===== config.mk =====
export PLATFORM = sky130hd
export DESIGN_NAME = fbpdm_mapper
export DESIGN_NICKNAME = d
export VERILOG_FILES = /design/src/inc/fbpdm_pkg.sv /design/src/logic/fbpdm_mapper.sv /design/src/logic/fbpdm_read_slot.sv
export SDC_FILE = /design/constraint.sdc
export NUM_CORES = 1
export LEC_CHECK = 0
export ABC_AREA = 1
export BUFFER_PORTS_ARGS = -buffer_cell sky130_fd_sc_hd__buf_2
export CAP_MARGIN = 20
export CORE_AREA = 2 2 302 304
export CTS_BUF_LIST = sky130_fd_sc_hd__clkbuf_4
export DETAILED_ROUTE_END_ITERATION = 8
export DIE_AREA = 0 0 304 306
export GPL_TIMING_DRIVEN = 0
export SLEW_MARGIN = 25
export SYNTH_ARGS = -nofsm -noshare
export SYNTH_HDL_FRONTEND = slang
export SYNTH_HIERARCHICAL = 1
export SYNTH_SLANG_ARGS = --single-unit

===== constraint.sdc =====
create_clock -name clk_i -period 2.6 [get_ports clk_i]
set_input_delay 0 -clock clk_i [delete_from_list [all_inputs] [get_ports clk_i]]
set_output_delay 0 -clock clk_i [all_outputs]
set_load 0.03 [all_outputs]

===== src/inc/fbpdm_pkg.sv =====
// package: constants for the fieldbus process data mapper
package fbpdm_pkg;
  // cyclic assembly geometry
  localparam int unsigned OUT_BYTES     = 16;
  localparam int unsigned OUT_WORDS16   = 8;
  localparam int unsigned IN_WORDS32    = 5;
  localparam int unsigned NUM_READ_SEL  = 4;
  localparam logic [15:0] ASM_OUT_ID    = 16'h0096;
  localparam logic [15:0] ASM_IN_ID     = 16'h0064;

  // 16-bit member index of each output field
  localparam int unsigned OW_CMD        = 0;
  localparam int unsigned OW_WR_NUM     = 1;
  localparam int unsigned OW_WR_VAL_LO  = 2;
  localparam int unsigned OW_WR_VAL_HI  = 3;
  localparam int unsigned OW_RD_NUM0    = 4;

  // command word bits
  localparam int unsigned CMD_START     = 0;
  localparam int unsigned CMD_FREEZE    = 1;
  localparam int unsigned CMD_RESET     = 2;
  localparam int unsigned CMD_EXT_TRIP  = 3;
  localparam int unsigned CMD_NET_CTRL  = 4;
  localparam logic [15:0] CMD_USED_MASK = 16'h001F;

  // status word bits
  localparam int unsigned ST_TRIP       = 0;
  localparam int unsigned ST_RUNNING    = 1;
  localparam int unsigned ST_END_START  = 2;
  localparam int unsigned ST_CUR_LIMIT  = 3;
  localparam int unsigned ST_EFF_MODE   = 4;
  localparam int unsigned ST_STOPPING   = 5;
  localparam int unsigned ST_NET_ACTIVE = 6;
  localparam int unsigned ST_FLAGS      = 7;
  localparam int unsigned ST_CODE_LSB   = 16;

  // explicit addressing
  localparam logic [7:0]  EXP_CLASS       = 8'hA2;
  localparam logic [7:0]  EXP_ATTR        = 8'h05;
  localparam logic [7:0]  INST_CMD        = 8'h02;
  localparam logic [7:0]  INST_STATUS     = 8'h03;
  localparam logic [7:0]  INST_WR_NUM     = 8'h64;
  localparam logic [7:0]  INST_WR_VAL     = 8'h65;
  localparam logic [7:0]  INST_RD_NUM0    = 8'h66;
  localparam logic [7:0]  INST_SEL_VAL0   = 8'h6A;

  localparam logic [15:0] NUM_NONE      = 16'h0000;
  localparam logic [31:0] VAL_ZERO      = 32'h0000_0000;
  localparam logic [15:0] CMD_RESET_VAL = 16'h0000;

  // explicit answer codes
  typedef enum logic [1:0] {
    FBPDM_ANS_OK       = 2'b00,
    FBPDM_ANS_BAD_PATH = 2'b01,
    FBPDM_ANS_READ_ONLY= 2'b10
  } fbpdm_ans_t;
endpackage : fbpdm_pkg


===== src/logic/fbpdm_mapper.sv =====
// top: cyclic and explicit process data mapper for the soft starter
// Operation
// - Command word bits 0 to 4 are start, freeze ramp, fault reset, external trip and network control.
// - Command bits 0 to 3 take effect only while the network-control bit is set.
// - Output word 1 names the parameter that receives the 32-bit value of words 2 and 3.
// - A write target number of zero performs no parameter write.
// - A parameter narrower than 32 bits receives only the low part of the write value.
// - Output words 4 to 7 are four independent read selection numbers.
// - A read selection number of zero returns the value zero.
// - The input assembly is five 32-bit words, status first then four selected values.
// - Status bits 0 to 6 are trip, running, end of start, current limit, efficiency mode, stopping, net active.
// - While tripped the status upper half carries the trip code.
// - Selected values are right aligned and wider values keep their low 32 bits.
// - Selected values appear in input words 2 to 5 in the order of the read selections.
// - Command word and status are explicit attributes at class A2 instance 2 and 3, attribute 5.
// - Instances 100 to 105 hold the writable selections and 106 to 109 the read-only values.
`timescale 1ns/1ns
`default_nettype none
module fbpdm_mapper (
  input  wire logic         clk_i,
  input  wire logic         rst_i,
  input  wire logic         ce_i,
  // cyclic output assembly, one 16-byte frame per strobe
  input  wire logic         cyc_valid_i,
  input  wire logic [127:0] cyc_data_i,
  // cyclic input assembly, five words, word 1 in the low bits
  output var  logic [159:0] cyc_in_o,
  // explicit messaging
  input  wire logic         exp_valid_i,
  input  wire logic         exp_write_i,
  input  wire logic [7:0]   exp_class_i,
  input  wire logic [7:0]   exp_inst_i,
  input  wire logic [7:0]   exp_attr_i,
  input  wire logic [31:0]  exp_wdata_i,
  output var  logic         exp_done_o,
  output var  logic [1:0]   exp_status_o,
  output var  logic [31:0]  exp_rdata_o,
  // starter commands
  output var  logic         cmd_start_o,
  output var  logic         cmd_freeze_o,
  output var  logic         cmd_reset_o,
  output var  logic         cmd_ext_trip_o,
  output var  logic         cmd_net_ctrl_o,
  // starter state
  input  wire logic         st_trip_i,
  input  wire logic         st_running_i,
  input  wire logic         st_end_start_i,
  input  wire logic         st_cur_limit_i,
  input  wire logic         st_eff_mode_i,
  input  wire logic         st_stopping_i,
  input  wire logic [15:0]  st_trip_code_i,
  // parameter store write port
  output var  logic         par_wr_o,
  output var  logic [15:0]  par_wr_num_o,
  output var  logic [31:0]  par_wr_data_o,
  input  wire logic         par_wr_narrow_i,
  // parameter store read ports, one per slot
  output logic [63:0]       par_rd_num_o,
  input  wire logic [255:0] par_rd_data_i
);
  localparam int unsigned NS = fbpdm_pkg::NUM_READ_SEL;

  logic [15:0] command_word;
  logic [15:0] write_target_number;
  logic [31:0] write_value;
  logic [15:0] read_num [NS];
  logic [31:0] sel_val  [NS];
  logic        wr_pending;

  // cyclic field extraction
  wire logic [15:0] cyc_cmd;
  wire logic [15:0] cyc_wr_num;
  wire logic [31:0] cyc_wr_val;
  assign cyc_cmd    = cyc_data_i[16*fbpdm_pkg::OW_CMD +: 16];
  assign cyc_wr_num = cyc_data_i[16*fbpdm_pkg::OW_WR_NUM +: 16];
  assign cyc_wr_val = {cyc_data_i[16*fbpdm_pkg::OW_WR_VAL_HI +: 16],
                       cyc_data_i[16*fbpdm_pkg::OW_WR_VAL_LO +: 16]};

  // explicit decode
  wire logic exp_path_ok;
  wire logic exp_is_cmd;
  wire logic exp_is_status;
  wire logic exp_is_wr_num;
  wire logic exp_is_wr_val;
  wire logic exp_is_rd_num;
  wire logic exp_is_sel;
  wire logic [1:0] exp_rd_idx;
  wire logic [1:0] exp_sel_idx;
  wire logic [7:0] exp_rd_off;
  wire logic [7:0] exp_sel_off;
  assign exp_path_ok   = (exp_class_i == fbpdm_pkg::EXP_CLASS) && (exp_attr_i == fbpdm_pkg::EXP_ATTR);
  assign exp_rd_off    = exp_inst_i - fbpdm_pkg::INST_RD_NUM0;
  assign exp_sel_off   = exp_inst_i - fbpdm_pkg::INST_SEL_VAL0;
  assign exp_rd_idx    = exp_rd_off[1:0];
  assign exp_sel_idx   = exp_sel_off[1:0];
  assign exp_is_cmd    = exp_path_ok && (exp_inst_i == fbpdm_pkg::INST_CMD);
  assign exp_is_status = exp_path_ok && (exp_inst_i == fbpdm_pkg::INST_STATUS);
  assign exp_is_wr_num = exp_path_ok && (exp_inst_i == fbpdm_pkg::INST_WR_NUM);
  assign exp_is_wr_val = exp_path_ok && (exp_inst_i == fbpdm_pkg::INST_WR_VAL);
  assign exp_is_rd_num = exp_path_ok && (exp_inst_i >= fbpdm_pkg::INST_RD_NUM0)
                         && (exp_inst_i < fbpdm_pkg::INST_SEL_VAL0);
  assign exp_is_sel    = exp_path_ok && (exp_inst_i >= fbpdm_pkg::INST_SEL_VAL0)
                         && (exp_rd_off < 8'(2*NS));
  wire logic exp_hit;
  wire logic exp_ro;
  wire logic exp_wr_ok;
  assign exp_hit   = exp_is_cmd | exp_is_status | exp_is_wr_num | exp_is_wr_val | exp_is_rd_num | exp_is_sel;
  assign exp_ro    = exp_is_status | exp_is_sel;
  assign exp_wr_ok = exp_valid_i && exp_write_i && exp_hit && !exp_ro;

  // command decode: bits 0..3 gated by network control
  wire logic net_ctrl;
  assign net_ctrl = command_word[fbpdm_pkg::CMD_NET_CTRL];

  // status word
  wire logic [15:0] status_flags;
  wire logic [31:0] state_report;
  assign status_flags = 16'({net_ctrl, st_stopping_i, st_eff_mode_i,
                             st_cur_limit_i, st_end_start_i,
                             st_running_i, st_trip_i});
  assign state_report = {st_trip_i ? st_trip_code_i : fbpdm_pkg::NUM_NONE, status_flags};

  // parameter read slots
  genvar g;
  generate
    for (g = 0; g < NS; g++) begin : g_slot
      assign par_rd_num_o[16*g +: 16] = read_num[g];
      fbpdm_read_slot u_slot (
        .clk_i      (clk_i),
        .rst_i      (rst_i),
        .ce_i       (ce_i),
        .num_i      (read_num[g]),
        .par_data_i (par_rd_data_i[64*g +: 64]),
        .value_o    (sel_val[g])
      );
      assign cyc_in_o[32*(g+1) +: 32] = sel_val[g];
      always_ff @(posedge clk_i) begin
        if (rst_i) begin
          read_num[g] <= fbpdm_pkg::NUM_NONE;
        end else if (ce_i) begin
          if (cyc_valid_i) begin
            read_num[g] <= cyc_data_i[16*(fbpdm_pkg::OW_RD_NUM0+g) +: 16];
          end else if (exp_wr_ok && exp_is_rd_num && exp_rd_idx == 2'(g)) begin
            read_num[g] <= exp_wdata_i[15:0];
          end
        end
      end
    end
  endgenerate

  // status word registered into the input assembly
  // separate register: the output vector has one kind of driver only
  logic [31:0] status_q;
  assign cyc_in_o[31:0] = status_q;
  always_ff @(posedge clk_i) begin
    if (rst_i) begin
      status_q <= fbpdm_pkg::VAL_ZERO;
    end else if (ce_i) begin
      status_q <= state_report;
    end
  end

  // assembly fields written by cyclic frames or explicit writes
  always_ff @(posedge clk_i) begin
    if (rst_i) begin
      command_word        <= fbpdm_pkg::CMD_RESET_VAL;
      write_target_number <= fbpdm_pkg::NUM_NONE;
      write_value         <= fbpdm_pkg::VAL_ZERO;
      wr_pending          <= 1'b0;
    end else if (ce_i) begin
      wr_pending <= 1'b0;
      if (cyc_valid_i) begin
        command_word        <= cyc_cmd & fbpdm_pkg::CMD_USED_MASK;
        write_target_number <= cyc_wr_num;
        write_value         <= cyc_wr_val;
        wr_pending          <= 1'b1;
      end else if (exp_wr_ok) begin
        if (exp_is_cmd) begin
          command_word <= exp_wdata_i[15:0] & fbpdm_pkg::CMD_USED_MASK;
        end
        if (exp_is_wr_num) begin
          write_target_number <= exp_wdata_i[15:0];
        end
        if (exp_is_wr_val) begin
          write_value <= exp_wdata_i;
        end
        wr_pending <= exp_is_wr_num | exp_is_wr_val;
      end
    end
  end

  // command outputs and parameter write
  always_ff @(posedge clk_i) begin
    if (rst_i) begin
      cmd_start_o    <= 1'b0;
      cmd_freeze_o   <= 1'b0;
      cmd_reset_o    <= 1'b0;
      cmd_ext_trip_o <= 1'b0;
      cmd_net_ctrl_o <= 1'b0;
      par_wr_o       <= 1'b0;
      par_wr_num_o   <= fbpdm_pkg::NUM_NONE;
      par_wr_data_o  <= fbpdm_pkg::VAL_ZERO;
    end else if (ce_i) begin
      cmd_start_o    <= net_ctrl & command_word[fbpdm_pkg::CMD_START];
      cmd_freeze_o   <= net_ctrl & command_word[fbpdm_pkg::CMD_FREEZE];
      cmd_reset_o    <= net_ctrl & command_word[fbpdm_pkg::CMD_RESET];
      cmd_ext_trip_o <= net_ctrl & command_word[fbpdm_pkg::CMD_EXT_TRIP];
      cmd_net_ctrl_o <= net_ctrl;
      // zero target means no assignment
      par_wr_o       <= wr_pending && (write_target_number != fbpdm_pkg::NUM_NONE);
      par_wr_num_o   <= write_target_number;
      // narrow targets keep only the low half
      par_wr_data_o  <= par_wr_narrow_i ? {16'h0000, write_value[15:0]} : write_value;
    end
  end

  // explicit answers, one cycle after the request
  wire logic [31:0] exp_read_mux;
  assign exp_read_mux = exp_is_cmd    ? {16'h0000, command_word} :
                        exp_is_status ? state_report :
                        exp_is_wr_num ? {16'h0000, write_target_number} :
                        exp_is_wr_val ? write_value :
                        exp_is_rd_num ? {16'h0000, read_num[exp_rd_idx]} :
                        exp_is_sel    ? sel_val[exp_sel_idx] : fbpdm_pkg::VAL_ZERO;

  always_ff @(posedge clk_i) begin
    if (rst_i) begin
      exp_done_o   <= 1'b0;
      exp_status_o <= fbpdm_pkg::FBPDM_ANS_OK;
      exp_rdata_o  <= fbpdm_pkg::VAL_ZERO;
    end else if (ce_i) begin
      exp_done_o <= exp_valid_i;
      if (exp_valid_i) begin
        // read-only fields refuse writes and change nothing
        exp_status_o <= !exp_hit ? fbpdm_pkg::FBPDM_ANS_BAD_PATH :
                        (exp_write_i && exp_ro) ? fbpdm_pkg::FBPDM_ANS_READ_ONLY : fbpdm_pkg::FBPDM_ANS_OK;
        exp_rdata_o  <= exp_write_i ? fbpdm_pkg::VAL_ZERO : exp_read_mux;
      end
    end
  end
endmodule : fbpdm_mapper
`default_nettype wire


===== src/logic/fbpdm_read_slot.sv =====
// one read-select slot: selection number to returned value
`timescale 1ns/1ns
`default_nettype none
module fbpdm_read_slot (
  input  wire logic        clk_i,
  input  wire logic        rst_i,
  input  wire logic        ce_i,
  input  wire logic [15:0] num_i,
  input  wire logic [63:0] par_data_i,
  output var  logic [31:0] value_o
);
  wire logic [31:0] next_value;

  // zero number means no parameter; wide values keep low 32 bits
  assign next_value = (num_i == fbpdm_pkg::NUM_NONE) ? fbpdm_pkg::VAL_ZERO
                                                     : par_data_i[31:0];

  always_ff @(posedge clk_i) begin
    if (rst_i) begin
      value_o <= fbpdm_pkg::VAL_ZERO;
    end else if (ce_i) begin
      value_o <= next_value;
    end
  end
endmodule : fbpdm_read_slot
`default_nettype wire


==> flow_summary.json, run 1 <==
{
  "pin_count": 782,
  "ys_ff_latch": 357,
  "synthFlopType": "dfxtp_1",
  "synth_xor_area_share_pct": 0,
  "cts_setup_buffers": 0,
  "numPortBuffers": 629,
  "gp_congestion": 0.953,
  "die_y_um": 306,
  "haltStage": "4_1_cts",
  "synth-simple-area-share_pct": 26.9,
  "outcome": "aborted with a tool error",
  "synth_fa_ha_area_share_pct": 0,
  "yosysTopAreaCellShare_pct": 34.6,
  "ctsLongestPathBuffers": 3,
  "syn-cell-area_um2": 16900,
  "synth.most_common_cell": "nand2_1",
  "ctsRootBufferMaster": "clkbuf_4",
  "first-error": "[ERROR RSZ-0060] Max buffer count reached.",
  "synth_top_family_by_area": "simple AND/OR/NAND/NOR gates",
  "numCtsBuffers": 103,
  "start_util_pct": 18.9,
  "post-place-ws_ns": -0.594,
  "yosysTopAreaCell": "dfxtp_1",
  "avgSynthCellArea_um2": 7.26,
  "cts_hold_buf": 868,
  "synth-async-reset-ratio_pct": 0,
  "ys_seq_area_share_pct": 46.0,
  "synth_cell_types": 36,
  "synth.area.top_cells": "dfxtp_1 (35%), nand2_1 (14%), edfxtp_1 (11%)",
  "ys_warn_count": 6,
  "syn-instance-count": 2331,
  "post_dp_cell_area_um2": 21600,
  "place_inst": 4144,
  "synth_compound_area_share_pct": 19.3,
  "synth_edf_count": 64,
  "synth_mux_area_share_pct": 0,
  "ys_top_cells_by_count": "nand2_1 (632), dfxtp_1 (293), o21ai_0 (256)",
  "hpwl_um": 86900,
  "fp.dieW_um": 304,
  "cts_sinks": 357,
  "cts_resized": 0,
  "h-tree-depth": 3,
  "rows": 110
}
## metrics by stage
step / setup TNS [ns] / hold slack, ns
2_1_floorplan: 0 / 0.103
3_3_place_gp: -34.79 / 0.240
3_5_place_dp: -34.39 / 0.238
## logic make-up after synthesis
logic type	after synthesis
AND/OR/NAND/NOR	1078
AO/OA/AOI/OAI	611
flip-flops	357
buffers and inverters	284
other	1
==> run 2, diff against run 1 <==
--- a/config.mk
+++ b/config.mk
@@ -8,11 +8,11 @@
 export ABC_AREA = 1
 export BUFFER_PORTS_ARGS = -buffer_cell sky130_fd_sc_hd__buf_2
 export CAP_MARGIN = 20
-export CORE_AREA = 2 2 302 304
-export CTS_BUF_LIST = sky130_fd_sc_hd__clkbuf_4
+export CORE_AREA = 2 2 308 310
 export DETAILED_ROUTE_END_ITERATION = 8
-export DIE_AREA = 0 0 304 306
+export DIE_AREA = 0 0 310 312
 export GPL_TIMING_DRIVEN = 0
+export PLACE_DENSITY_LB_ADDON = 0.15
 export SLEW_MARGIN = 25
 export SYNTH_ARGS = -nofsm -noshare
 export SYNTH_HDL_FRONTEND = slang
==> run 2 against run 1 <==
- the run now ends clean
- area after synthesis is the same
- synthesized cell count did not move
==> flow_summary.json, run 2 <==
{
  "outcome": "completed",
  "critPathMaxStageDelay_ns": 0.66,
  "nets": 3920,
  "tns_ns": 0,
  "layout_common_cells": "buf_2 (656), nand2_1 (628), dlygate4sd3_1 (433)",
  "insertion_delay_ns": 0.60,
  "synth.most_common_cell": "nand2_1",
  "peakVddDrop_uv": 444,
  "core_um2": 93000,
  "grt_pass1_vias": 20900,
  "syn-instance-count": 2331,
  "post_dp_cell_area_um2": 21700,
  "grt_pass1_wl_um": 149000,
  "worst_hold_path_type": "in2reg",
  "route.detailed.drc": 0,
  "p_leak_nw": 13.0,
  "yosysTopAreaCellShare_pct": 34.6,
  "rsz0062_at_grt": "false",
  "hold_slack_ns": 0.0268,
  "cpMaxStageDelayCell": "nor2_2",
  "worstPathCellList": "buf_2 > buf_2 > nand2_1 > nor2_2 > clkbuf_1 > nand2_1 > o21ai_2 > dlygate4sd3_1",
  "synthFlopType": "dfxtp_1",
  "ys_warn_count": 6,
  "synth-simple-area-share_pct": 26.9,
  "h-tree-depth": 2,
  "layout_commonest_cell": "buf_2",
  "track_usage_pct": 21.4,
  "crit_required_ns": 3.06,
  "ctsRootBufferMaster": "clkbuf_16",
  "cts_setup_buffers": 0,
  "worstSetupPathType": "in2reg",
  "largest_register": "g_slot.u_slot/value_o",
  "largest_register_ff_count": 128,
  "syn-cell-area_um2": 16900,
  "power_density_nw_per_um2": 579,
  "fin_crit_ns": 2.44,
  "ant_nets": 0,
  "wirelength_um": 108000,
  "cts_tree": "yes",
  "crit_fanout": 10,
  "pin_count": 782,
  "hold_viol": 0,
  "yosysTopAreaCell": "dfxtp_1",
  "rows": 112,
  "fp.dieW_um": 310,
  "gp_congestion": 0.885,
  "cp-start-kind": "primary input",
  "numPortBuffers": 629,
  "drtPass1Iterations": 5,
  "synth_compound_area_share_pct": 19.3,
  "final_area_um2": 27600,
  "top_regs": "g_slot.u_slot/value_o (128), read_num (64)",
  "numCtsBuffers": 48,
  "wl_per_cell_um": 22.7,
  "place_inst": 4222,
  "cap_violations": 0,
  "fin_cells": 4743,
  "start_util_pct": 18.2,
  "finalSetupViolCount": 0,
  "grt_overflow": 0,
  "cts_sinks": 357,
  "tightest_slew_ns": 0.929,
  "arrival_ns": 2.90,
  "hpwl_um": 87600,
  "first_iter_violations": 1345,
  "crit_family": "buffers and inverters",
  "drv_slew": 0,
  "synth_fa_ha_area_share_pct": 0,
  "slew_headroom_pct": 37.4,
  "ys_ff_latch": 357,
  "grt_max_degree": 17,
  "antenna_found_initial": 12,
  "crit_path_end_kind": "flop",
  "synth-async-reset-ratio_pct": 0,
  "synth.area.top_cells": "dfxtp_1 (35%), nand2_1 (14%), edfxtp_1 (11%)",
  "vias": 20900,
  "ctsLongestPathBuffers": 3,
  "synth_xor_area_share_pct": 0,
  "synth_top_family_by_area": "simple AND/OR/NAND/NOR gates",
  "viasPerCell": 4.40,
  "min_period_over_period_pct": 93.9,
  "synth_cell_types": 36,
  "crit_buf_inv": 4,
  "synth_edf_count": 64,
  "synth_mux_area_share_pct": 0,
  "fin_skew_ns": 0.0193,
  "area_growth_pct": 62.9,
  "drive_above_1_share_pct": 24.4,
  "finish.utilization_pct": 29.6,
  "avgSynthCellArea_um2": 7.26,
  "ys_seq_area_share_pct": 46.0,
  "die_y_um": 312,
  "path_clk_slew_ns": 0.06,
  "die-area_um2": 96700,
  "fill_cells": 10400,
  "ys_top_cells_by_count": "nand2_1 (632), dfxtp_1 (293), o21ai_0 (256)",
  "max_freq_mhz": 410
}
==> run 2: cell counts after synthesis <==
Identical to the previous run, type by type.
==> run 2: final timing paths <==
kind                                       from                            to  slack, ns  cells after the start
worst min register to register  exp_rdata_o[16]               exp_rdata_o[16]       0.47                      2
worst max-delay path                cyc_valid_i                read_num[3][7]       0.16                      8
worst min-delay path                exp_valid_i               exp_rdata_o[15]       0.03                      4
worst max register to register  read_num[2][13]  g_slot[2].u_slot/value_o[24]       0.28                      8
==> run 2: where the power goes <==
group / internal (mW) / switching [mW]
registers: 5.97 / 0.311
clock network: 3.88 / 2.74
logic: 1.14 / 1.92
total: 11.0 / 4.97
==> run 2: cell type report <==
cell class / instances / area [um2] / area share [%]
multi-input combinational: 1698 / 7870 / 28.5
buffer: 170 / 888 / 3.22
antenna: 4 / 10.0 / 0.0363
tap: 1254 / 1570 / 5.69
clock buffer: 68 / 1420 / 5.15
inverter: 114 / 430 / 1.56
timing repair buffer: 1062 / 7480 / 27.1
sequential: 357 / 7790 / 28.2
clock inverter: 16 / 126 / 0.458
==> run 2: kinds of logic after synthesis <==
logic type / Yosys count
other: 1
AO/OA/AOI/OAI: 611
buffers and inverters: 284
AND/OR/NAND/NOR: 1078
flip-flops: 357
==> run 2: metal layers <==
metal | share of wire, % | track usage, %
met1 | 42 | 25.9
met5 | 0.079 | 0
met2 | 47 | 36.5
met3 | 7.1 | 5.57
met4 | 3.4 | 7.17
==> run 2: per-stage QoR <==
stage	total power [mW]	worst slack (ns)
6_report	16.0	0.159
5_1_grt	16.6	0.0685
3_3_place_gp	8.95	-0.714
2_1_floorplan	7.67	0.553
3_5_place_dp	8.94	-0.685
4_1_cts	16.1	0.0118
==> run 2: worst min-delay path, cell delays in order <==
cell and delay (ns):
buf_2 0.09, nand2_1 0.28, nand2_1 0.14, a21oi_1 0.05
==> run 2: what timing repair did <==
| item | in CTS | in global routing |
|---|---|---|
| hold buffers | 433 | 0 |
| gates resized for setup | 1 | 3 |
| endpoints found under the hold margin | 293 | 0 |
| setup endpoints to repair | 16 | 48 |
| gates cloned | 0 | 0 |
| pin swaps | 0 | 0 |
Note: power is estimated with default switching activity, not from simulation.
